`config.mk`:
```
export PLATFORM = sky130hd
export DESIGN_NAME = output_terminal_function_select
export DESIGN_NICKNAME = d
export VERILOG_FILES = /design/src/logic/output_select_pkg.sv /design/src/logic/function_select.sv /design/src/logic/output_terminal_function_select.sv /design/src/logic/override_word_reg.sv
export SDC_FILE = /design/constraint.sdc
export NUM_CORES = 1
export LEC_CHECK = 0
export BUFFER_PORTS_ARGS = -buffer_cell sky130_fd_sc_hd__buf_2
export CORE_MARGIN = 2
export CORE_UTILIZATION = 50
export CTS_BUF_LIST = sky130_fd_sc_hd__clkbuf_8
export DETAILED_ROUTE_END_ITERATION = 12
export HOLD_SLACK_MARGIN = 0.06
export MAX_ROUTING_LAYER = met4
export PLACE_DENSITY = 0.82
export SLEW_MARGIN = 20
export SYNTH_ARGS = -nofsm -noshare
export SYNTH_HDL_FRONTEND = slang
export SYNTH_HIERARCHICAL = 1
export SYNTH_SLANG_ARGS = --single-unit
```
`constraint.sdc`:
```
create_clock -name sys_clk -period 2 [get_ports sys_clk]
set_clock_uncertainty 0.2 [all_clocks]
set_input_delay 0.2 -clock sys_clk [delete_from_list [all_inputs] [get_ports sys_clk]]
set_output_delay 0.2 -clock sys_clk [all_outputs]
set_load 0.02 [all_outputs]
```
`src/logic/output_select_pkg.sv`:
```
// Constants, function codes and carrier types for the output terminal selector
package output_select_pkg;

   localparam int          NUM_OUT          = 4;
   localparam int          CODE_W           = 8;
   localparam int          FREQ_W           = 16;
   localparam int          SER_WORD_W       = 16;
   localparam int          CAN_OBJ_W        = 8;

   localparam logic [7:0]  FN_NONE          = 8'h00;
   localparam logic [7:0]  FN_RUN           = 8'h01;
   localparam logic [7:0]  FN_OC_STALL      = 8'h16;
   localparam logic [7:0]  FN_OV_STALL      = 8'h17;
   localparam logic [7:0]  FN_OP_SOURCE     = 8'h18;
   localparam logic [7:0]  FN_FWD_CMD       = 8'h19;
   localparam logic [7:0]  FN_REV_CMD       = 8'h1A;
   localparam logic [7:0]  FN_FREQ_GE       = 8'h1D;
   localparam logic [7:0]  FN_FREQ_LT       = 8'h1E;
   localparam logic [7:0]  FN_ZERO_RUN      = 8'h21;
   localparam logic [7:0]  FN_ZERO_STOP     = 8'h22;
   localparam logic [7:0]  FN_ERR_ONE       = 8'h23;
   localparam logic [7:0]  FN_ERR_TWO       = 8'h24;
   localparam logic [7:0]  FN_ERR_THREE     = 8'h25;
   localparam logic [7:0]  FN_ERR_FOUR      = 8'h26;
   localparam logic [7:0]  FN_SPEED_REACHED = 8'h28;
   localparam logic [7:0]  FN_MOTOR_SLOW    = 8'h2B;
   localparam logic [7:0]  FN_DECEL_BACKUP  = 8'h2E;
   localparam logic [7:0]  FN_CANOPEN       = 8'h32;
   localparam logic [7:0]  FN_SERIAL        = 8'h33;
   localparam logic [7:0]  FN_FWD_RUN       = 8'h4B;
   localparam logic [7:0]  FN_REV_RUN       = 8'h4C;

   localparam logic [15:0] SER_OVERRIDE_ADDR = 16'h2640;
   localparam logic [15:0] SER_WORD_RST      = 16'h0000;
   localparam logic [7:0]  CAN_OBJ_RST       = 8'h0F;
   localparam logic [3:0]  OUT_RST           = 4'h0;
   localparam logic [1:0]  CHK_READY_CNT     = 2'h3;

   typedef struct packed {
      logic       running;
      logic       dirForward;
      logic       ocStall;
      logic       ovStall;
      logic       freqReached;
      logic       decelBackup;
      logic [3:0] errSel;
   } drive_status_s;

   typedef struct packed {
      logic       runInd;
      logic       ocStall;
      logic       ovStall;
      logic       remoteSrc;
      logic       fwdCmd;
      logic       revCmd;
      logic       freqGe;
      logic       freqLt;
      logic       zeroRun;
      logic       zeroStop;
      logic [3:0] errSel;
      logic       speedReached;
      logic       motorSlow;
      logic       decelBackup;
      logic       fwdRun;
      logic       revRun;
   } cond_s;

   localparam cond_s COND_RST = '0;

endpackage

```
`src/logic/function_select.sv`:
```
// Per-terminal function code decoder
`timescale 1ns/1ps
module function_select (
   // Selection
   input  wire logic [7:0]                code,
   input  wire output_select_pkg::cond_s  cond,
   // Override bits for this terminal
   input  wire logic                      canBit,
   input  wire logic                      serBit,
   // Result before inversion
   output logic                           active
);

   function automatic logic decodeFunction(input logic [7:0] c,
                                           input output_select_pkg::cond_s k,
                                           input logic cb, input logic sb);
      logic r;
      r = 1'h0;
      case (c)
         output_select_pkg::FN_NONE:          r = 1'h0;
         output_select_pkg::FN_RUN:           r = k.runInd;
         output_select_pkg::FN_OC_STALL:      r = k.ocStall;
         output_select_pkg::FN_OV_STALL:      r = k.ovStall;
         output_select_pkg::FN_OP_SOURCE:     r = k.remoteSrc;
         output_select_pkg::FN_FWD_CMD:       r = k.fwdCmd;
         output_select_pkg::FN_REV_CMD:       r = k.revCmd;
         output_select_pkg::FN_FREQ_GE:       r = k.freqGe;
         output_select_pkg::FN_FREQ_LT:       r = k.freqLt;
         output_select_pkg::FN_ZERO_RUN:      r = k.zeroRun;
         output_select_pkg::FN_ZERO_STOP:     r = k.zeroStop;
         output_select_pkg::FN_ERR_ONE:       r = k.errSel[0];
         output_select_pkg::FN_ERR_TWO:       r = k.errSel[1];
         output_select_pkg::FN_ERR_THREE:     r = k.errSel[2];
         output_select_pkg::FN_ERR_FOUR:      r = k.errSel[3];
         output_select_pkg::FN_SPEED_REACHED: r = k.speedReached;
         output_select_pkg::FN_MOTOR_SLOW:    r = k.motorSlow;
         output_select_pkg::FN_DECEL_BACKUP:  r = k.decelBackup;
         output_select_pkg::FN_CANOPEN:       r = cb;
         output_select_pkg::FN_SERIAL:        r = sb;
         output_select_pkg::FN_FWD_RUN:       r = k.fwdRun;
         output_select_pkg::FN_REV_RUN:       r = k.revRun;
         default:                             r = 1'h0;
      endcase
      return r;
   endfunction

   always_comb begin
      active = decodeFunction(code, cond, canBit, serBit);
   end

endmodule

```
`src/logic/output_terminal_function_select.sv`:
```
// Output terminal function selector: condition staging, override words, outputs
`timescale 1ns/1ps
module output_terminal_function_select (
   // Clock and reset
   input  wire logic                             sys_clk,
   input  wire logic                             nrst,
   // Terminal configuration
   input  wire logic [7:0]                       outputOneFunctionCode,
   input  wire logic [7:0]                       outputTwoFunctionCode,
   input  wire logic [7:0]                       outputThreeFunctionCode,
   input  wire logic [7:0]                       outputFourFunctionCode,
   input  wire logic [3:0]                       outputInversionMask,
   // Drive settings
   input  wire logic [7:0]                       runCommandSourceSetting,
   input  wire logic [15:0]                      frequencyThresholdSetting,
   input  wire logic [15:0]                      motorSpeedThresholdSetting,
   // Drive state
   input  wire output_select_pkg::drive_status_s driveStatus,
   input  wire logic [15:0]                      actualFrequency,
   input  wire logic [15:0]                      actualMotorSpeed,
   // CANopen output object
   input  wire logic                             canWrEn,
   input  wire logic [7:0]                       canWrData,
   output logic [7:0]                            canRdData,
   // Serial register access
   input  wire logic [15:0]                      serAddr,
   input  wire logic                             serWrEn,
   input  wire logic                             serRdEn,
   input  wire logic [15:0]                      serWrData,
   output logic [15:0]                           serRdData,
   output logic                                  serRdValid,
   // Terminals
   output logic                                  digitalOutOne,
   output logic                                  digitalOutTwo,
   output logic                                  digitalOutThree,
   output logic                                  digitalOutFour
);

   output_select_pkg::cond_s condQ;
   logic [15:0]              serWordQ;
   logic [7:0]               canObjQ;
   logic [3:0]               outQ;
   logic [3:0]               selActive;
   logic [7:0]               codeVec [4];
   logic                     serHit;
   logic [15:0]              serRdDataQ;
   logic                     serRdValidQ;
   logic [7:0]               canRdDataQ;
   logic [1:0]               chkCntQ;
   logic                     chkReady;

   assign codeVec[0] = outputOneFunctionCode;
   assign codeVec[1] = outputTwoFunctionCode;
   assign codeVec[2] = outputThreeFunctionCode;
   assign codeVec[3] = outputFourFunctionCode;

   assign serHit = (serAddr == output_select_pkg::SER_OVERRIDE_ADDR);

   // Condition staging: one register level keeps the comparators off the output path
   always_ff @(posedge sys_clk or negedge nrst) begin
      if (!nrst) begin
         condQ <= output_select_pkg::COND_RST;
      end else begin
         condQ.runInd       <= driveStatus.running;
         condQ.ocStall      <= driveStatus.ocStall;
         condQ.ovStall      <= driveStatus.ovStall;
         condQ.remoteSrc    <= (runCommandSourceSetting != 8'h00);
         condQ.fwdCmd       <= driveStatus.dirForward;
         condQ.revCmd       <= !driveStatus.dirForward;
         condQ.freqGe       <= (actualFrequency >= frequencyThresholdSetting);
         condQ.freqLt       <= (actualFrequency < frequencyThresholdSetting);
         condQ.zeroRun      <= driveStatus.running && (actualFrequency == 16'h0000);
         condQ.zeroStop     <= !driveStatus.running || (actualFrequency == 16'h0000);
         condQ.errSel       <= driveStatus.errSel;
         condQ.speedReached <= driveStatus.freqReached || !driveStatus.running;
         condQ.motorSlow    <= (actualMotorSpeed < motorSpeedThresholdSetting);
         condQ.decelBackup  <= driveStatus.decelBackup;
         condQ.fwdRun       <= driveStatus.running && driveStatus.dirForward;
         condQ.revRun       <= driveStatus.running && !driveStatus.dirForward;
      end
   end

   override_word_reg #(
      .W   (output_select_pkg::CAN_OBJ_W),
      .RST (output_select_pkg::CAN_OBJ_RST)
   ) canObj (
      .sys_clk (sys_clk),
      .nrst    (nrst),
      .wrEn    (canWrEn),
      .wrData  (canWrData),
      .word_q  (canObjQ)
   );

   override_word_reg #(
      .W   (output_select_pkg::SER_WORD_W),
      .RST (output_select_pkg::SER_WORD_RST)
   ) serWord (
      .sys_clk (sys_clk),
      .nrst    (nrst),
      .wrEn    (serWrEn && serHit),
      .wrData  (serWrData),
      .word_q  (serWordQ)
   );

   // Unmapped serial reads answer zero so a stray poll never sees stale data
   always_ff @(posedge sys_clk or negedge nrst) begin
      if (!nrst) begin
         serRdDataQ  <= output_select_pkg::SER_WORD_RST;
         serRdValidQ <= 1'h0;
      end else begin
         serRdValidQ <= serRdEn;
         if (serRdEn && serHit) begin
            serRdDataQ <= serWordQ;
         end else if (serRdEn) begin
            serRdDataQ <= 16'h0000;
         end
      end
   end

   always_ff @(posedge sys_clk or negedge nrst) begin
      if (!nrst) begin
         canRdDataQ <= output_select_pkg::CAN_OBJ_RST;
      end else begin
         canRdDataQ <= canObjQ;
      end
   end

   genvar gi;
   generate
      for (gi = 0; gi < output_select_pkg::NUM_OUT; gi++) begin : gSel
         function_select sel (
            .code   (codeVec[gi]),
            .cond   (condQ),
            .canBit (canObjQ[gi]),
            .serBit (serWordQ[gi]),
            .active (selActive[gi])
         );
      end
   endgenerate

   always_ff @(posedge sys_clk or negedge nrst) begin
      if (!nrst) begin
         outQ <= output_select_pkg::OUT_RST;
      end else begin
         outQ <= selActive ^ outputInversionMask;
      end
   end

   assign digitalOutOne   = outQ[0];
   assign digitalOutTwo   = outQ[1];
   assign digitalOutThree = outQ[2];
   assign digitalOutFour  = outQ[3];
   assign serRdData       = serRdDataQ;
   assign serRdValid      = serRdValidQ;
   assign canRdData       = canRdDataQ;

   // Checks wait until the two-stage pipe holds post-reset data
   always_ff @(posedge sys_clk or negedge nrst) begin
      if (!nrst) begin
         chkCntQ <= 2'h0;
      end else if (chkCntQ != output_select_pkg::CHK_READY_CNT) begin
         chkCntQ <= chkCntQ + 2'h1;
      end
   end

   assign chkReady = (chkCntQ == output_select_pkg::CHK_READY_CNT);
endmodule

```
`src/logic/override_word_reg.sv`:
```
// Writable override word with its own reset value
`timescale 1ns/1ps
module override_word_reg #(
   parameter int              W   = 16,
   parameter logic [W-1:0]    RST = '0
) (
   // Clock and reset
   input  wire logic          sys_clk,
   input  wire logic          nrst,
   // Write port
   input  wire logic          wrEn,
   input  wire logic [W-1:0]  wrData,
   // Stored word
   output logic [W-1:0]       word_q
);

   always_ff @(posedge sys_clk or negedge nrst) begin
      if (!nrst) begin
         word_q <= RST;
      end else if (wrEn) begin
         word_q <= wrData;
      end
   end

endmodule
```
==> summary.txt <==
synthesized net count: 629
io pins: 192
CP bufs+invs: 3
Die Wd: 99.9 µm
Max Cap Violations: 0
WP data arrival: 1970 ps
crit path cell chain: dlygate4sd3_1 -> buf_2 -> nor4_1 -> dlygate4sd3_1 -> nand4_1 -> nor2_1
fin crit share: 95.5%
Clock Path Buffers: 2
register area share after synthesis: 39.4%
status: finished, final reports clean
final hold vios: 0
Yosys cell types: 49
Worst setup SP type: primary input
Core Region: 9060 µm²
relative slew slack: 64.1%
CP required: 2070 ps
CTS tree: yes
antenna-violating nets left: 0
min cycle time layout: 1910 ps
reg2reg setup slack: 260 ps
Tot GR Track Use: 27.5%
reg2reg start: condQ[4]$_DFF_PN0_
Ys Warns: 6
clock sink count: 72
Slowest-stage cell, CP: dlygate4sd3_1
VDD IR max: 0.000372 V
row count: 35
largest net degree at the start of global routing: 40
global-route wire length before repair: 20900 µm
Detailed Route Iter0 Violations: 206
syn avg cell area: 10.6 µm²
critical path fanouts, max: 2
Hold Crit Class: in2reg
post-DP HPWL: 9780 µm
# DRC: 0
crit path from: actualFrequency[12]
Avg Vias per Cell: 5.65
family with the most delay on the worst path: buffers and inverters
Layout fillers: 659
hold path start: outputOneFunctionCode[5]
power density over cell area: 572 nW/µm²
TNS Setup: 0 ps
cts bufs inserted: 9
Pleak: 0.00325 µW
Synth Register Bits: 72
kind of critical path: in2reg
fmax: 0.524 GHz
DR WL/cell: 16.7 µm
Post-CTS Repair Setup Buffers: 0
CP Capture Type: flop
worst-margin pin slew: 539 ps
via count: 4483
vias in the first global route: 4397
die area: 9990 µm²
Worst-Skew Late Latency: 340 ps
H-tree Lvls: 3
unrepaired setup endpoints after global routing: no
Root Driver: clkbuf_8
drt pass-1 iters: 5
Cell Area, Synth: 4600 µm²
Syn-to-layout area delta: 38.4%
Largest stage delay, worst path: 600 ps
Die Y: 99.9 µm
IO buf count: 191
Diodes inserted: 0
final net count: 872
Place WS: 142 ps
grt ovf: 0
Cells after Synth: 435
share of cells above drive strength 1: 38.1%
endpoints failing setup: 0
Initial Utilization: 50.8%
Final WS setup: 90.9 ps
final wirelength: 13300 µm
most used cell, CP: dlygate4sd3_1
RePlAce Congestion: 0.882
antenna violations before repair: 0
clock slew at reported path FFs: 80 ps
Slew Viols, Final: 0
[synth_stat cells, drive strengths merged]
master	number	share of area, %
or4	4	0.65
xor2	4	0.76
mux2i	12	2.6
inv	42	3.4
a31oi	9	1.2
and4	1	0.19
nor3b	4	0.65
nand3b	4	0.65
a21oi	15	1.6
mux2	32	9.3
a41o	1	0.22
a22o	20	3.8
nor2	23	1.9
nor4	20	3.4
o311a	4	0.87
nor4b	10	2.0
or4b	4	0.87
nand2	19	1.5
a41oi	4	0.76
o31ai	1	0.16
nand4b	12	2.3
clkbuf	1	0.081
a21o	1	0.16
dfstp	8	4.6
a211o	2	0.38
ha	31	8.4
and2	2	0.35
a31o	4	0.76
dfrtp	64	35
nand3	15	1.6
o311ai	4	0.76
a211oi	1	0.16
nor4bb	1	0.22
o21a	1	0.16
and3	1	0.14
nand4	6	0.82
nand2b	12	1.6
o211ai	4	0.65
o21ai	10	1.1
buf	17	3.5
a221oi	1	0.19
o22ai	4	0.54
[repair_timing]
item / CTS / global route
hold endpoints to repair: 110 / 0
resized for setup: 0 / 2
hold buffers: 54 / 0
endpoints found under the setup margin: 0 / 2
[flip-flops by register name, summed over array words and instances, names as in the netlist]
register	count
outQ	4
serWord/word_q	16
canObj/word_q	8
serRdData	16
serRdValid	1
canRdData	8
condQ	19
[power breakdown]
group          total [µW]  switching [µW]  internal [µW]  leakage, µW
Sequential           1590            56.0           1530     0.000905
Combinational         753             370            383      0.00222
Clock                1300             568            735     0.000119
[cell type report]
class	count	area (µm²)	share of cell area (%)
Clock inverter	6	85.1	1.34
Tap cell	111	139	2.18
Timing Repair Buffer	250	1560	24.5
Clock buffer	10	138	2.16
Sequential cell	72	1810	28.4
Inverter	42	158	2.47
Multi-Input combinational cell	303	2480	38.9
[stage by stage]
step | power [µW] | hold WS [ps] | instance area, µm² | cells | util [%]
after floorplan | 1940 | -296 | 4600 | 435 | -
after global placement | 2250 | -1.19 | 5600 | 724 | 61.7
after detailed placement | 2280 | 3.70 | 5600 | 724 | 61.7
after CTS | 3650 | 64.4 | 6360 | 794 | 70.1
after global routing | 3810 | 93.3 | 6370 | 794 | 70.3
final | 3640 | 68.3 | 6370 | 794 | 70.3
[cells in the final DEF (no fill, tap or decap), types with 6 or more instances in the layout]
cell / count
a31oi_1: 9
nand2b_1: 12
dlygate4sd3_1: 54
nand2_1: 19
nor4b_1: 9
nor4_2: 6
clkbuf_8: 10
dfstp_2: 8
nand4_1: 6
ha_1: 31
mux2_4: 18
a22o_1: 20
dfrtp_1: 64
mux2i_1: 12
buf_2: 190
mux2_2: 14
nand3_1: 15
nor4_1: 14
nand4b_1: 12
inv_1: 44
a21oi_1: 15
nor2_1: 23
o21ai_0: 10
[logic make-up after synthesis]
family,count (synthesis),synth area share (%)
flip-flops,72,39.4
adder cells (fa/ha/maj),31,8.43
AO/OA/AOI/OAI,86,13.5
buffers and inverters,60,7.04
multiplexers,44,11.9
XOR/XNOR,4,0.761
AND/OR/NAND/NOR,138,19.0
[metal layers]
layer	vias up	global-route usage, %	part of all wire (%)
li1	2126	-	-
met1	2106	33.2	40
met2	214	45.7	50
met3	37	4.11	6.5
met4	0	12.5	3.5
met5	-	-	0
[tightest hold or removal path, delay by kind of cell]
kind | cells | cell delay (ps)
AO/OA/AOI/OAI | 1 | 110
XOR/XNOR | 1 | 60
buffers and inverters | 1 | 110
AND/OR/NAND/NOR | 1 | 100
[final timing paths]
path	endpoint	cells past startpoint
max in group asynchronous	canObj/word_q[2]$_DFFE_PN1P_	3
min in group asynchronous	serRdData[15]$_DFFE_PN0P_	2
hold reg to reg	canRdData[2]$_DFF_PN1_	0
setup / recovery	condQ[10]$_DFF_PN0_	6
hold / removal	outQ[0]$_DFF_PN0_	4
setup reg to reg	outQ[2]$_DFF_PN0_	6
Power figures use the tool's default switching activity.
